File: config.mk
export PLATFORM = sky130hd
export DESIGN_NAME = tmw_timer
export DESIGN_NICKNAME = d
export VERILOG_FILES = /design/src/tmw_pkg.sv /design/src/tmw_timer.sv
export SDC_FILE = /design/constraint.sdc
export NUM_CORES = 1
export LEC_CHECK = 0
export BUFFER_PORTS_ARGS = -buffer_cell sky130_fd_sc_hd__clkbuf_2
export CAP_MARGIN = 20
export CORE_AREA = 2 2 73 145
export DETAILED_ROUTE_END_ITERATION = 8
export DIE_AREA = 0 0 75 147
export PLACE_DENSITY_LB_ADDON = 0.12
export SKIP_CTS_REPAIR_TIMING = 1
export SLEW_MARGIN = 10
export SYNTH_ARGS = -nofsm -noshare
export SYNTH_HDL_FRONTEND = slang
export SYNTH_SLANG_ARGS = --single-unit
File: constraint.sdc
create_clock -name clock_i -period 3.75 [get_ports clock_i]
set_input_delay 0.375 -clock clock_i [delete_from_list [all_inputs] [get_ports clock_i]]
set_output_delay 0.375 -clock clock_i [all_outputs]
set_load 0.05 [all_outputs]
File: src/tmw_pkg.sv
`default_nettype none
// ----------------------------------------------------------------------------
// constants and state layout of the 8-bit waveform timer
// ----------------------------------------------------------------------------
package tmw_pkg;

   // apb register byte offsets
   localparam logic [7:0] ADDR_CTRL   = 8'h00;
   localparam logic [7:0] ADDR_COUNT  = 8'h04;
   localparam logic [7:0] ADDR_CMPA   = 8'h08;
   localparam logic [7:0] ADDR_CMPB   = 8'h0c;
   localparam logic [7:0] ADDR_FLAGS  = 8'h10;
   localparam logic [7:0] ADDR_STATUS = 8'h14;

   // control register field positions
   localparam int CTRL_WAVE_LSB = 0;   // wave_mode_sel, 3 bits
   localparam int CTRL_CS_LSB   = 4;   // clock_source_sel, 3 bits
   localparam int CTRL_COMA_LSB = 8;   // compare_out_mode_a, 2 bits
   localparam int CTRL_COMB_LSB = 10;  // compare_out_mode_b, 2 bits

   // flag and status bit positions
   localparam int FLAG_OVF     = 0;
   localparam int FLAG_MATCH_A = 1;
   localparam int FLAG_MATCH_B = 2;
   localparam int STAT_WAVE_A  = 0;
   localparam int STAT_WAVE_B  = 1;
   localparam int STAT_DOWN    = 2;

   // count extremes and reset values
   localparam logic [7:0] CNT_MAX    = 8'hff;
   localparam logic [7:0] CNT_BOTTOM = 8'h00;
   localparam logic [7:0] RST_BYTE   = 8'h00;
   localparam logic [2:0] CS_STOPPED = 3'h0;

   typedef enum logic [2:0] {
      WM_NORMAL    = 3'h0,
      WM_PC_FULL   = 3'h1,
      WM_CTC       = 3'h2,
      WM_FAST_FULL = 3'h3,
      WM_RSV4      = 3'h4,
      WM_PC_CMPA   = 3'h5,
      WM_RSV6      = 3'h6,
      WM_FAST_CMPA = 3'h7
   } tmw_wave_mode_t;

   typedef enum logic [1:0] {
      COM_OFF    = 2'h0,
      COM_TOGGLE = 2'h1,
      COM_CLEAR  = 2'h2,
      COM_SET    = 2'h3
   } tmw_out_mode_t;

   typedef struct packed {
      tmw_wave_mode_t      wave_mode;
      logic [2:0]          clk_sel;
      tmw_out_mode_t [1:0] out_mode;
      logic [1:0]          wave_en;
      logic [7:0]          count;
      logic                count_down;
      logic [1:0][7:0]     cmp_buf;
      logic [1:0][7:0]     cmp_act;
      logic                match_block;
      logic                ovf_flag;
      logic [1:0]          match_flag;
      logic [1:0]          wave;
      logic                pready;
      logic                pslverr;
      logic [31:0]         prdata;
   } tmw_state_t;

endpackage
`default_nettype wire

File: src/tmw_timer.sv
// What this block does
// - wave mode picks the count sequence; output mode only shapes outputs.
// - mode 0 always increments, never clears on match, wraps 0xFF to 0x00.
// - normal mode sets overflow flag as count becomes zero; only sets it.
// - mode 2 clears the counter when it matches compare value A.
// - clear-on-match writes compare A directly; a lower value waits for a wrap.
// - clear-on-match raises match flag A at each top match.
// - clear-on-match output mode 1 toggles output A on each match.
// - clear-on-match still sets overflow on the 0xFF to 0x00 pass.
// - modes 3 and 7 are fast PWM, top 0xFF or compare value A.
// - fast PWM clears the counter on the tick after it equals top.
// - fast PWM non-inverting clears on match, sets at bottom; inverting opposite.
// - fast PWM sets the overflow flag whenever the counter reaches top.
// - fast PWM compare zero gives one-tick spike; compare max gives constant level.
// - fast PWM output mode 1 toggles output A on match in mode 7 only, buffering kept.
// - modes 1 and 5 are phase-correct PWM, counting up then down.
// - phase-correct counter holds top for exactly one tick when reversing.
// - phase-correct non-inverting clears on up match, sets on down match.
// - phase-correct sets the overflow flag whenever the counter reaches zero.
// - phase-correct compare zero holds low, compare max holds high, non-inverted.
// - phase-correct output takes its start level at bottom without a match.
// - PWM modes buffer compare writes until top; others apply them at once.
// - clock select zero stops counting; count stays readable and writable.
`timescale 1ns/100ps
`default_nettype none
module tmw_timer (
   input  wire logic        clock_i,          // 200 mhz system clock
   input  wire logic        reset_n_i,        // synchronous reset, active low
   input  wire logic        tick_i,           // timer clock enable from prescaler
   input  wire logic        psel_i,           // apb select
   input  wire logic        penable_i,        // apb access phase
   input  wire logic        pwrite_i,         // apb write
   input  wire logic [7:0]  paddr_i,          // apb byte address
   input  wire logic [31:0] pwdata_i,         // apb write data
   output logic      [31:0] prdata_o,         // apb read data
   output logic             pready_o,         // apb ready
   output logic             pslverr_o,        // apb error, unmapped address
   output logic             wave_out_a_o,     // compare output a level
   output logic             wave_out_b_o,     // compare output b level
   output logic             wave_en_a_o,      // output a overrides port pin
   output logic             wave_en_b_o,      // output b overrides port pin
   output logic             overflow_flag_o,  // sticky overflow flag
   output logic             match_flag_a_o,   // sticky match flag a
   output logic             match_flag_b_o,   // sticky match flag b
   output logic      [7:0]  count_value_o     // current count
);

   // ------------------------------------------------------------------------
   // mode decoding
   // ------------------------------------------------------------------------

   // pwm modes buffer compare writes
   function automatic logic mode_is_pwm(input tmw_pkg::tmw_wave_mode_t m);
      mode_is_pwm = (m == tmw_pkg::WM_PC_FULL) || (m == tmw_pkg::WM_FAST_FULL) ||
                    (m == tmw_pkg::WM_PC_CMPA) || (m == tmw_pkg::WM_FAST_CMPA);
   endfunction

   function automatic logic mode_is_pc(input tmw_pkg::tmw_wave_mode_t m);
      mode_is_pc = (m == tmw_pkg::WM_PC_FULL) || (m == tmw_pkg::WM_PC_CMPA);
   endfunction

   function automatic logic mode_is_fast(input tmw_pkg::tmw_wave_mode_t m);
      mode_is_fast = (m == tmw_pkg::WM_FAST_FULL) || (m == tmw_pkg::WM_FAST_CMPA);
   endfunction

   // top is compare a in modes 2, 5 and 7, else the full count
   function automatic logic [7:0] mode_top(input tmw_pkg::tmw_wave_mode_t m,
                                           input logic [7:0] cmp_a);
      if ((m == tmw_pkg::WM_CTC) || (m == tmw_pkg::WM_PC_CMPA) || (m == tmw_pkg::WM_FAST_CMPA)) begin
         mode_top = cmp_a;
      end else begin
         mode_top = tmw_pkg::CNT_MAX;
      end
   endfunction

   function automatic logic addr_ok(input logic [7:0] a);
      addr_ok = (a == tmw_pkg::ADDR_CTRL) || (a == tmw_pkg::ADDR_COUNT) ||
                (a == tmw_pkg::ADDR_CMPA) || (a == tmw_pkg::ADDR_CMPB) ||
                (a == tmw_pkg::ADDR_FLAGS) || (a == tmw_pkg::ADDR_STATUS);
   endfunction

   // ------------------------------------------------------------------------
   // state
   // ------------------------------------------------------------------------
   tmw_pkg::tmw_state_t s_q;
   tmw_pkg::tmw_state_t s_d;

   logic       tick;       // timer advances this cycle
   logic       wr_en;      // apb write takes effect this cycle
   logic       wr_count;   // software writes the count
   logic [7:0] top;        // current top value
   logic [1:0] match;      // unblocked compare match per channel
   logic       ovf_set;    // overflow event this tick

   // ------------------------------------------------------------------------
   // next state: apb slave, counter, compare and wave logic
   // ------------------------------------------------------------------------
   always_comb begin
      logic        pwm;
      logic        pc;
      logic        fast;
      logic        at_top;
      logic        at_bot;
      logic        ignore;
      logic        can_toggle;
      logic [31:0] rd;
      pwm        = mode_is_pwm(s_q.wave_mode);
      pc         = mode_is_pc(s_q.wave_mode);
      fast       = mode_is_fast(s_q.wave_mode);
      at_top     = 1'b0;
      at_bot     = 1'b0;
      ignore     = 1'b0;
      can_toggle = 1'b0;
      rd         = 32'h0000_0000;
      s_d        = s_q;

      // a stopped clock source holds the counter still
      tick     = tick_i && (s_q.clk_sel != tmw_pkg::CS_STOPPED);
      wr_en    = psel_i && penable_i && pwrite_i && s_q.pready;
      wr_count = wr_en && (paddr_i == tmw_pkg::ADDR_COUNT);
      top      = mode_top(s_q.wave_mode, s_q.cmp_act[0]);
      ovf_set  = 1'b0;
      for (int ch = 0; ch < 2; ch++) begin
         match[ch] = (s_q.count == s_q.cmp_act[ch]) && !s_q.match_block;
      end

      // apb: no wait states, ready and read data registered at setup
      case (paddr_i)
         tmw_pkg::ADDR_CTRL: begin
            rd[tmw_pkg::CTRL_WAVE_LSB +: 3] = s_q.wave_mode;
            rd[tmw_pkg::CTRL_CS_LSB +: 3]   = s_q.clk_sel;
            rd[tmw_pkg::CTRL_COMA_LSB +: 2] = s_q.out_mode[0];
            rd[tmw_pkg::CTRL_COMB_LSB +: 2] = s_q.out_mode[1];
         end
         tmw_pkg::ADDR_COUNT: rd[7:0] = s_q.count;
         tmw_pkg::ADDR_CMPA:  rd[7:0] = s_q.cmp_buf[0];
         tmw_pkg::ADDR_CMPB:  rd[7:0] = s_q.cmp_buf[1];
         tmw_pkg::ADDR_FLAGS: begin
            rd[tmw_pkg::FLAG_OVF]     = s_q.ovf_flag;
            rd[tmw_pkg::FLAG_MATCH_A] = s_q.match_flag[0];
            rd[tmw_pkg::FLAG_MATCH_B] = s_q.match_flag[1];
         end
         tmw_pkg::ADDR_STATUS: begin
            rd[tmw_pkg::STAT_WAVE_A] = s_q.wave[0];
            rd[tmw_pkg::STAT_WAVE_B] = s_q.wave[1];
            rd[tmw_pkg::STAT_DOWN]   = s_q.count_down;
         end
         default: rd = 32'h0000_0000;
      endcase
      s_d.pready  = psel_i && !penable_i;
      s_d.pslverr = psel_i && !penable_i && !addr_ok(paddr_i);
      s_d.prdata  = (psel_i && !penable_i && !pwrite_i) ? rd : 32'h0000_0000;

      // counter sequence depends on wave mode only, never on output mode
      if (tick) begin
         s_d.match_block = 1'b0;
         at_top = (s_q.count == top);
         at_bot = s_q.count_down && (s_q.count == tmw_pkg::CNT_BOTTOM);
         unique case (s_q.wave_mode)
            tmw_pkg::WM_CTC: begin
               // a top below the count is missed until the wrap
               if (match[0]) begin
                  s_d.count = tmw_pkg::CNT_BOTTOM;
               end else begin
                  s_d.count = s_q.count + 8'h01;
               end
               ovf_set = (s_q.count == tmw_pkg::CNT_MAX);
            end
            tmw_pkg::WM_FAST_FULL, tmw_pkg::WM_FAST_CMPA: begin
               if (at_top) begin
                  s_d.count = tmw_pkg::CNT_BOTTOM;
               end else begin
                  s_d.count = s_q.count + 8'h01;
               end
               ovf_set = at_top;
            end
            tmw_pkg::WM_PC_FULL, tmw_pkg::WM_PC_CMPA: begin
               if (!s_q.count_down) begin
                  if (at_top && (top != tmw_pkg::CNT_BOTTOM)) begin
                     s_d.count_down = 1'b1;
                     s_d.count      = s_q.count - 8'h01;
                  end else if (!at_top) begin
                     s_d.count = s_q.count + 8'h01;
                  end
               end else if (at_bot) begin
                  s_d.count_down = 1'b0;
                  s_d.count      = s_q.count + 8'h01;
               end else begin
                  s_d.count = s_q.count - 8'h01;
               end
               // a zero top parks the count at bottom, and each parked tick still counts as reaching zero
               ovf_set = at_bot || (at_top && (top == tmw_pkg::CNT_BOTTOM));
            end
            default: begin
               // normal mode, and the unused codes 4 and 6 alike
               s_d.count = s_q.count + 8'h01;
               ovf_set   = (s_q.count == tmw_pkg::CNT_MAX);
            end
         endcase
         if (ovf_set) begin
            s_d.ovf_flag = 1'b1;
         end

         // compare channels: flags, then wave actions by mode
         for (int ch = 0; ch < 2; ch++) begin
            if (match[ch]) begin
               s_d.match_flag[ch] = 1'b1;
            end
            // in pwm clear and set modes a compare equal to top leaves the work to the bottom action
            ignore     = pwm && s_q.out_mode[ch][1] && (s_q.cmp_act[ch] == top);
            // toggle in pwm only for channel a with compare-a top
            can_toggle = !pwm || ((ch == 0) && s_q.wave_mode[2]);
            if (match[ch] && !ignore) begin
               unique case (s_q.out_mode[ch])
                  tmw_pkg::COM_TOGGLE: begin
                     if (can_toggle) begin
                        s_d.wave[ch] = !s_q.wave[ch];
                     end
                  end
                  tmw_pkg::COM_CLEAR: s_d.wave[ch] = pc && s_q.count_down;
                  tmw_pkg::COM_SET:   s_d.wave[ch] = !(pc && s_q.count_down);
                  tmw_pkg::COM_OFF:   s_d.wave[ch] = s_q.wave[ch];
               endcase
            end
            // bottom action wins over a match in the same tick
            if (fast && at_top && s_q.out_mode[ch][1]) begin
               s_d.wave[ch] = !s_q.out_mode[ch][0];
            end
            // start of a dual-slope period restores the pre-match level
            if (pc && at_bot && s_q.out_mode[ch][1]) begin
               s_d.wave[ch] = (s_q.cmp_act[ch] != tmw_pkg::CNT_BOTTOM) ^ s_q.out_mode[ch][0];
            end
            // double buffer reloads at top so pulses never come out odd
            if (pwm && at_top) begin
               s_d.cmp_act[ch] = s_q.cmp_buf[ch];
            end
         end
      end

      // software writes override counting
      if (wr_en) begin
         case (paddr_i)
            tmw_pkg::ADDR_CTRL: begin
               s_d.wave_mode   = tmw_pkg::tmw_wave_mode_t'(pwdata_i[tmw_pkg::CTRL_WAVE_LSB +: 3]);
               s_d.clk_sel     = pwdata_i[tmw_pkg::CTRL_CS_LSB +: 3];
               s_d.out_mode[0] = tmw_pkg::tmw_out_mode_t'(pwdata_i[tmw_pkg::CTRL_COMA_LSB +: 2]);
               s_d.out_mode[1] = tmw_pkg::tmw_out_mode_t'(pwdata_i[tmw_pkg::CTRL_COMB_LSB +: 2]);
               s_d.wave_en[0]  = pwdata_i[tmw_pkg::CTRL_COMA_LSB +: 2] != 2'h0;
               s_d.wave_en[1]  = pwdata_i[tmw_pkg::CTRL_COMB_LSB +: 2] != 2'h0;
            end
            tmw_pkg::ADDR_COUNT: begin
               // the written value must not fire a match on the next tick
               s_d.count       = pwdata_i[7:0];
               s_d.match_block = 1'b1;
            end
            tmw_pkg::ADDR_CMPA, tmw_pkg::ADDR_CMPB: begin
               s_d.cmp_buf[paddr_i[2]] = pwdata_i[7:0];
               if (!pwm) begin
                  s_d.cmp_act[paddr_i[2]] = pwdata_i[7:0];
               end
            end
            tmw_pkg::ADDR_FLAGS: begin
               // write one clears; an event in the same cycle wins
               if (pwdata_i[tmw_pkg::FLAG_OVF] && !ovf_set) begin
                  s_d.ovf_flag = 1'b0;
               end
               for (int ch = 0; ch < 2; ch++) begin
                  if (pwdata_i[tmw_pkg::FLAG_MATCH_A + ch] && !(tick && match[ch])) begin
                     s_d.match_flag[ch] = 1'b0;
                  end
               end
            end
            default: s_d.prdata = s_d.prdata;
         endcase
      end
   end

   // ------------------------------------------------------------------------
   // state register
   // ------------------------------------------------------------------------
   always_ff @(posedge clock_i) begin
      if (!reset_n_i) begin
         s_q <= '0;
      end else begin
         s_q <= s_d;
      end
   end

   // outputs straight from the state flops
   assign prdata_o        = s_q.prdata;
   assign pready_o        = s_q.pready;
   assign pslverr_o       = s_q.pslverr;
   assign wave_out_a_o    = s_q.wave[0];
   assign wave_out_b_o    = s_q.wave[1];
   assign wave_en_a_o     = s_q.wave_en[0];  // pin also needs its direction set
   assign wave_en_b_o     = s_q.wave_en[1];
   assign overflow_flag_o = s_q.ovf_flag;
   assign match_flag_a_o  = s_q.match_flag[0];
   assign match_flag_b_o  = s_q.match_flag[1];
   assign count_value_o   = s_q.count;

   // ------------------------------------------------------------------------
   // assertions
   // ------------------------------------------------------------------------
   property p_normal_wrap;
      @(posedge clock_i) disable iff (!reset_n_i)
      tick && (s_q.wave_mode == tmw_pkg::WM_NORMAL) && (s_q.count == 8'hff) && !wr_en
      |=> (s_q.count == 8'h00) && s_q.ovf_flag;
   endproperty
   a_normal_wrap: assert property (p_normal_wrap) else $error("normal mode did not wrap with overflow");

   property p_ctc_clear;
      @(posedge clock_i) disable iff (!reset_n_i)
      tick && (s_q.wave_mode == tmw_pkg::WM_CTC) && match[0] && !wr_en
      |=> (s_q.count == 8'h00) && s_q.match_flag[0];
   endproperty
   a_ctc_clear: assert property (p_ctc_clear) else $error("ctc match did not clear count and flag");

   property p_ctc_toggle;
      @(posedge clock_i) disable iff (!reset_n_i)
      tick && (s_q.wave_mode == tmw_pkg::WM_CTC) && match[0] && (s_q.out_mode[0] == tmw_pkg::COM_TOGGLE)
      |=> s_q.wave[0] != $past(s_q.wave[0]);
   endproperty
   a_ctc_toggle: assert property (p_ctc_toggle) else $error("ctc toggle did not toggle output a");

   property p_fast_restart;
      @(posedge clock_i) disable iff (!reset_n_i)
      tick && mode_is_fast(s_q.wave_mode) && (s_q.count == top) && !wr_en
      |=> (s_q.count == 8'h00) && s_q.ovf_flag;
   endproperty
   a_fast_restart: assert property (p_fast_restart) else $error("fast pwm did not restart at top");

   property p_fast_bottom_set;
      @(posedge clock_i) disable iff (!reset_n_i)
      tick && mode_is_fast(s_q.wave_mode) && (s_q.count == top) && (s_q.out_mode[0] == tmw_pkg::COM_CLEAR) && !wr_en
      |=> (s_q.wave[0] and ((tick && match[0] && (s_q.cmp_act[0] != top) && !wr_en) |=> !s_q.wave[0]));
   endproperty
   a_fast_bottom_set: assert property (p_fast_bottom_set) else $error("fast pwm bottom level wrong");

   property p_pc_top_hold;
      @(posedge clock_i) disable iff (!reset_n_i)
      tick && mode_is_pc(s_q.wave_mode) && !s_q.count_down && (s_q.count == top) && (top != 8'h00) && !wr_en
      |=> s_q.count_down && (s_q.count == $past(s_q.count) - 8'h01);
   endproperty
   a_pc_top_hold: assert property (p_pc_top_hold) else $error("phase correct did not reverse after one top tick");

   property p_pc_bottom;
      @(posedge clock_i) disable iff (!reset_n_i)
      tick && mode_is_pc(s_q.wave_mode) && s_q.count_down && (s_q.count == 8'h00)
           && (s_q.out_mode[0] == tmw_pkg::COM_CLEAR) && !wr_en
      |=> s_q.ovf_flag && !s_q.count_down && (s_q.wave[0] == ($past(s_q.cmp_act[0]) != 8'h00));
   endproperty
   a_pc_bottom: assert property (p_pc_bottom) else $error("phase correct bottom handling wrong");

   property p_stopped;
      @(posedge clock_i) disable iff (!reset_n_i)
      (s_q.clk_sel == 3'h0) && !wr_en |=> $stable(s_q.count);
   endproperty
   a_stopped: assert property (p_stopped) else $error("count moved while stopped");

   property p_pwm_buffered;
      @(posedge clock_i) disable iff (!reset_n_i)
      mode_is_pwm(s_q.wave_mode) && !(tick && (s_q.count == top)) && !(wr_en && paddr_i == tmw_pkg::ADDR_CTRL)
      |=> $stable(s_q.cmp_act);
   endproperty
   a_pwm_buffered: assert property (p_pwm_buffered) else $error("pwm compare changed away from top");

endmodule
`default_nettype wire
==> results.json, run 1 <==
{
  "diodes": 0,
  "p_seq_frac": 0.434,
  "p_leak_nw": 2.161,
  "dp_slack_ps": 601.9,
  "slew_viol_final": 0,
  "largest_register": "s_q",
  "fillers": 1023,
  "wl_per_cell_um": 19.50,
  "die_area_mm2": 0.01103,
  "grt_pass1_wl_um": 23370,
  "drt-vias-per-instance": 5.976,
  "worst_slack_ps": 553.2,
  "pwr-share-clk": 0.481,
  "slew_headroom": 0.3303,
  "fmax_mhz": 312.8,
  "synthesis.area_mm2": 0.004881,
  "clkTransAtPathRegs_ps": 60,
  "gr-total-overflow": 0,
  "gp_congestion": 0.8891,
  "cp-end-kind": "flop",
  "fin_crit_ps": 3197,
  "setup_tns_ps": 0,
  "cts_root_buf": "clkbuf_16",
  "grt_util_all_layers": 0.2799,
  "ant_nets": 0,
  "clock_sinks": 73,
  "cts_tree": "built",
  "status": "completed",
  "fp.dieH_um": 147,
  "min_period_over_period": 0.8525,
  "ir_worst_vdd_mv": 0.2290,
  "cts_buffer_depth": 2,
  "criticalPathCategory": "flop to flop",
  "area_growth_pct": 8.741,
  "die_w_um": 75,
  "yosysWarnings": 0,
  "grt_setup_unrepaired": "no",
  "drive_gt1_frac": 0.1844,
  "fp.coreArea_mm2": 0.009955,
  "rows": 52,
  "dp_hpwl_um": 10830,
  "portBuffers": 54,
  "synth_cell_type_count": 78,
  "drt_iter0_markers": 345,
  "synth_edf_count": 0,
  "start_util": 0.4903,
  "io_pins": 95,
  "worstSetupStartpointType": "flop",
  "required_ps": 4030,
  "ys_seq_area_frac": 0.2994,
  "switchingPower_mw": 0.4550,
  "synthArstFlopShare": 0,
  "vias": 4566,
  "grt_max_degree": 32,
  "regArea_mm2": 0.001461,
  "grt_pass1_vias": 4222,
  "drv_cap": 0,
  "synth_common_cells": "dfxtp_1, nor2_1, nand2_1",
  "yosysTopAreaCell": "dfxtp_1",
  "wirelength_um": 14900,
  "drc": 0,
  "cell_internal_pwr_mw": 1.341,
  "multiInputGateArea_mm2": 0.002909,
  "firstDrtPassIters": 7,
  "htree_levels": 3,
  "arrival_ps": 3480,
  "synthTopCellsByArea": "dfxtp_1, mux2i_1, buf_4, nor2_1, a211oi_1",
  "tightest_slew_ps": 1003,
  "whs_ps": 284.9,
  "synthFlopType": "dfxtp_1",
  "cts_buffers": 9,
  "skew_ps": 5.287,
  "worstSkewPairLatency_ps": 340,
  "syn-instance-count": 607,
  "largest_reg_flops": 44,
  "yosysTopAreaCellShare": 0.2994,
  "p_sw_frac": 0.2533,
  "synth_area_per_cell_um2": 8.041,
  "setup_viol": 0,
  "crit_fanout": 15,
  "min_path_type": "input port to flop",
  "ys_ff_latch": 73,
  "antenna_found_initial": 0,
  "report.power.total_mw": 1.797,
  "power_density_mw_per_mm2": 338.5,
  "fin_nets": 674,
  "comb_power_share": 0.085,
  "hold_violations": 0,
  "fin_util": 0.5332
}
[through the flow]
stage	cell area, µm²	instances
final	5308	764
after global placement	5012	749
after detailed placement	5012	749
after floorplan	4952	626
after global routing	5308	764
after CTS	5308	764
[cell usage in the layout, fill, tap and decap left out, drive strengths merged, types with 9 or more instances in the layout]
master,instances
o21ai,18
mux2i,40
xor2,9
a21oi,35
nor4,11
conb,20
dfxtp,73
inv,13
clkbuf,64
xnor2,14
nor3,19
a211oi,26
nand2,45
nand3,23
nor2,74
buf,20
[kinds of logic (layout without fill, tap and decap cells)]
logic type / count (synthesis) / in the layout / share of synthesized area
simple gates: 213 / 213 / 0.2130
compound gates: 150 / 150 / 0.2187
buf+inv: 100 / 103 / 0.1202
flops: 73 / 73 / 0.2994
mux: 44 / 44 / 0.09895
xor+xnor: 23 / 23 / 0.04127
fa+ha+maj: 3 / 3 / 0.007691
other cells: 1 / 20 / 0.0007683
[layout make-up]
cell class	instances	share of cell area
Clock buffer	10	0.04503
Clock inverter	5	0.01061
Inverter	14	0.009901
Multi-Input combinational cell	453	0.5481
Sequential cell	73	0.2753
Tap cell	135	0.03182
Timing Repair Buffer	74	0.07921
[power by group through the flow]
| stage | Combinational, mW | Sequential (mW) | Clock [mW] |
|---|---|---|---|
| 3_3_place_gp | 0.151 | 0.797 | 0 |
| 4_1_cts | 0.151 | 0.780 | 0.881 |
| 2_1_floorplan | 0.123 | 0.800 | 0 |
| 6_report | 0.152 | 0.780 | 0.864 |
| 3_5_place_dp | 0.151 | 0.798 | 0 |
| 5_1_grt | 0.161 | 0.780 | 0.908 |
[per-layer routing]
metal | vias up | part of all wire | global-route usage
met5 | - | 0 | 0
met4 | 0 | 0.040 | 0.1250
met3 | 40 | 0.043 | 0.04252
met2 | 167 | 0.51 | 0.4491
met1 | 2173 | 0.41 | 0.3613
li1 | 2186 | - | -
[path summary, 6_finish.rpt]
kind,startpoint,endpoint,slack (ps),depth (start not counted)
max,s_q[90]$_SDFFE_PN0P_,count_value_o[0]$_SDFF_PN0_,550,10
min,pwdata_i[11],s_q[86]$_SDFFE_PN0P_,280,3
max reg2reg,s_q[90]$_SDFFE_PN0P_,count_value_o[0]$_SDFF_PN0_,550,10
min reg2reg,s_q[62]$_SDFFE_PN0P_,s_q[62]$_SDFFE_PN0P_,470,2
[worst max-delay path: stages (launching register included)]
cell and delay, ps:
dfxtp_1 310, buf_4 190, nand2_1 300, nand2_1 220, o31ai_1 730, and2_4 400, inv_1 100, ha_1 270
o311a_1 340, o21ai_0 70, o2111a_1 200
(Power assumes the default switching activity.)
==> run 2, diff against run 1 <==
==> constraint.sdc (replaced) <==
create_clock -name clock_i -period 3.75 [get_ports clock_i]
set_input_delay 0.75 -clock clock_i [delete_from_list [all_inputs] [get_ports clock_i]]
set_output_delay 0.75 -clock clock_i [all_outputs]
set_load 0.05 [all_outputs]
==> results.json, run 2 (synthesized netlist as in run 1, its figures left out) <==
{
  "status": "completed",
  "antenna_found_initial": 0,
  "p_seq_frac": 0.389,
  "worst_path_max_delay_cell": "o31ai_1",
  "die_w_um": 75,
  "p_leak_nw": 2.193,
  "vias": 4537,
  "final_cell_area_mm2": 0.005379,
  "diodes": 0,
  "htree_levels": 3,
  "cts_root_buf": "clkbuf_16",
  "start_util": 0.4903,
  "use_met2": 0.4539,
  "fp.dieH_um": 147,
  "grt_util_all_layers": 0.2753,
  "io_pins": 95,
  "drt-vias-per-instance": 5.931,
  "rows": 52,
  "drc": 0,
  "slew_viol_final": 0,
  "wirelength_um": 15060,
  "dpl_cell_area_mm2": 0.005012,
  "hold_depth": 2,
  "busiest_layer": "met2",
  "skew_ps": 8.368,
  "fillers": 999,
  "drv_cap": 0,
  "max_stage_delay_ps": 760,
  "grt_pass1_vias": 4148,
  "gp_congestion": 0.8941,
  "met1_usage": 0.3502,
  "cts_buffer_depth": 2,
  "fin_util": 0.5403,
  "worst_slack_ps": 494.3,
  "path_cells": "buf_4, nand2_1, nand2_1, o31ai_1, and2_4, inv_1, ha_1, o311a_1, o21ai_0, o2111a_1",
  "cp.depth": 10,
  "ir_worst_vdd_mv": 0.2396,
  "worst-r2r-cell-count": 10,
  "drt_iter0_markers": 328,
  "required_ps": 4030,
  "switchingPower_mw": 0.4713,
  "clkTransAtPathRegs_ps": 60,
  "fin_crit_ps": 3256,
  "largest_register": "s_q",
  "cp-end-kind": "flop",
  "hold_violations": 0,
  "p_sw_frac": 0.2348,
  "crit_family": "compound AO/OA/AOI/OAI gates",
  "ant_nets": 0,
  "tightest_slew_ps": 874.0,
  "grt_pass1_wl_um": 22890,
  "comb_power_share": 0.076,
  "crit_top_cell": "nand2_1",
  "slew_headroom": 0.4124,
  "clock_sinks": 73,
  "grt_max_degree": 39,
  "pwr-share-clk": 0.535,
  "dp_hpwl_um": 10990,
  "min_period_over_period": 0.8682,
  "wl_per_cell_um": 19.69,
  "fin_nets": 674,
  "timing.reg2reg.setup_slack_ps": 490,
  "cts_tree": "built",
  "gr-total-overflow": 0,
  "arrival_ps": 3540,
  "setup_viol": 0,
  "report.power.total_mw": 2.007,
  "dp_cells": 749,
  "stdcell_count": 765,
  "grt_setup_unrepaired": "no",
  "die_area_mm2": 0.01103,
  "worstSetupStartpointType": "flop",
  "largest_reg_flops": 44,
  "cell_internal_pwr_mw": 1.536,
  "worstSkewPairLatency_ps": 340,
  "grt_util_met3": 0.03292,
  "portBuffers": 54,
  "drive_gt1_frac": 0.1841,
  "setup_tns_ps": 0,
  "cp_num_buf_inv": 2,
  "min_path_type": "flop to flop",
  "power_density_mw_per_mm2": 373.2,
  "crit_fanout": 15,
  "cts_buffers": 9,
  "whs_ps": 480.5,
  "area_growth_pct": 10.20,
  "firstDrtPassIters": 5,
  "dp_slack_ps": 625.0,
  "criticalPathCategory": "flop to flop",
  "fp.coreArea_mm2": 0.009955,
  "layout_common_cells": "nor2_1, dfxtp_1, clkbuf_2",
  "fmax_mhz": 307.2
}
==> run 2: cell count changes in the layout (fill, tap and decap cells not counted), sizes merged <==
cell,before,now
inv,13,15
bufinv,1,4
clkinv,4,1
clkinvlp,1,0
==> run 2: worst paths after layout <==
kind | from | to
hold / removal | s_q[59]$_SDFFE_PN0P_ | s_q[59]$_SDFFE_PN0P_
hold reg to reg | s_q[59]$_SDFFE_PN0P_ | s_q[59]$_SDFFE_PN0P_
setup / recovery | s_q[90]$_SDFFE_PN0P_ | count_value_o[0]$_SDFF_PN0_
setup reg to reg | s_q[90]$_SDFFE_PN0P_ | count_value_o[0]$_SDFF_PN0_
==> run 2: layout make-up <==
class	count	area, µm²	share of cell area
Sequential cell	73	1461	0.2717
Clock buffer	10	229.0	0.04257
Tap cell	135	168.9	0.03140
Inverter	14	52.55	0.009770
Multi-Input combinational cell	453	2909	0.5408
Clock inverter	6	137.6	0.02559
Timing Repair Buffer	74	420.4	0.07816
==> run 2: tightest hold or removal path, stage by stage (launching register included) <==
cell	delay, ps
dfxtp_1	320
nand2_1	60
a21oi_1	50
==> run 2: metal layers <==
metal  vias to the layer above  share of wire  wire [µm]
li1                       2183              -          -
met1                      2174           0.41       6237
met2                       139           0.51       7718
met3                        41          0.037        564
met4                         0          0.036        542
met5                         -              0          0
==> run 2: power groups by stage <==
| stage | Combinational, mW | Sequential (mW) | Clock, mW |
|---|---|---|---|
| floorplan | 0.123 | 0.800 | 0 |
| global placement | 0.151 | 0.798 | 0 |
| detailed placement | 0.151 | 0.798 | 0 |
| CTS | 0.152 | 0.780 | 1.08 |
| global route | 0.161 | 0.780 | 1.11 |
| finish | 0.153 | 0.780 | 1.07 |
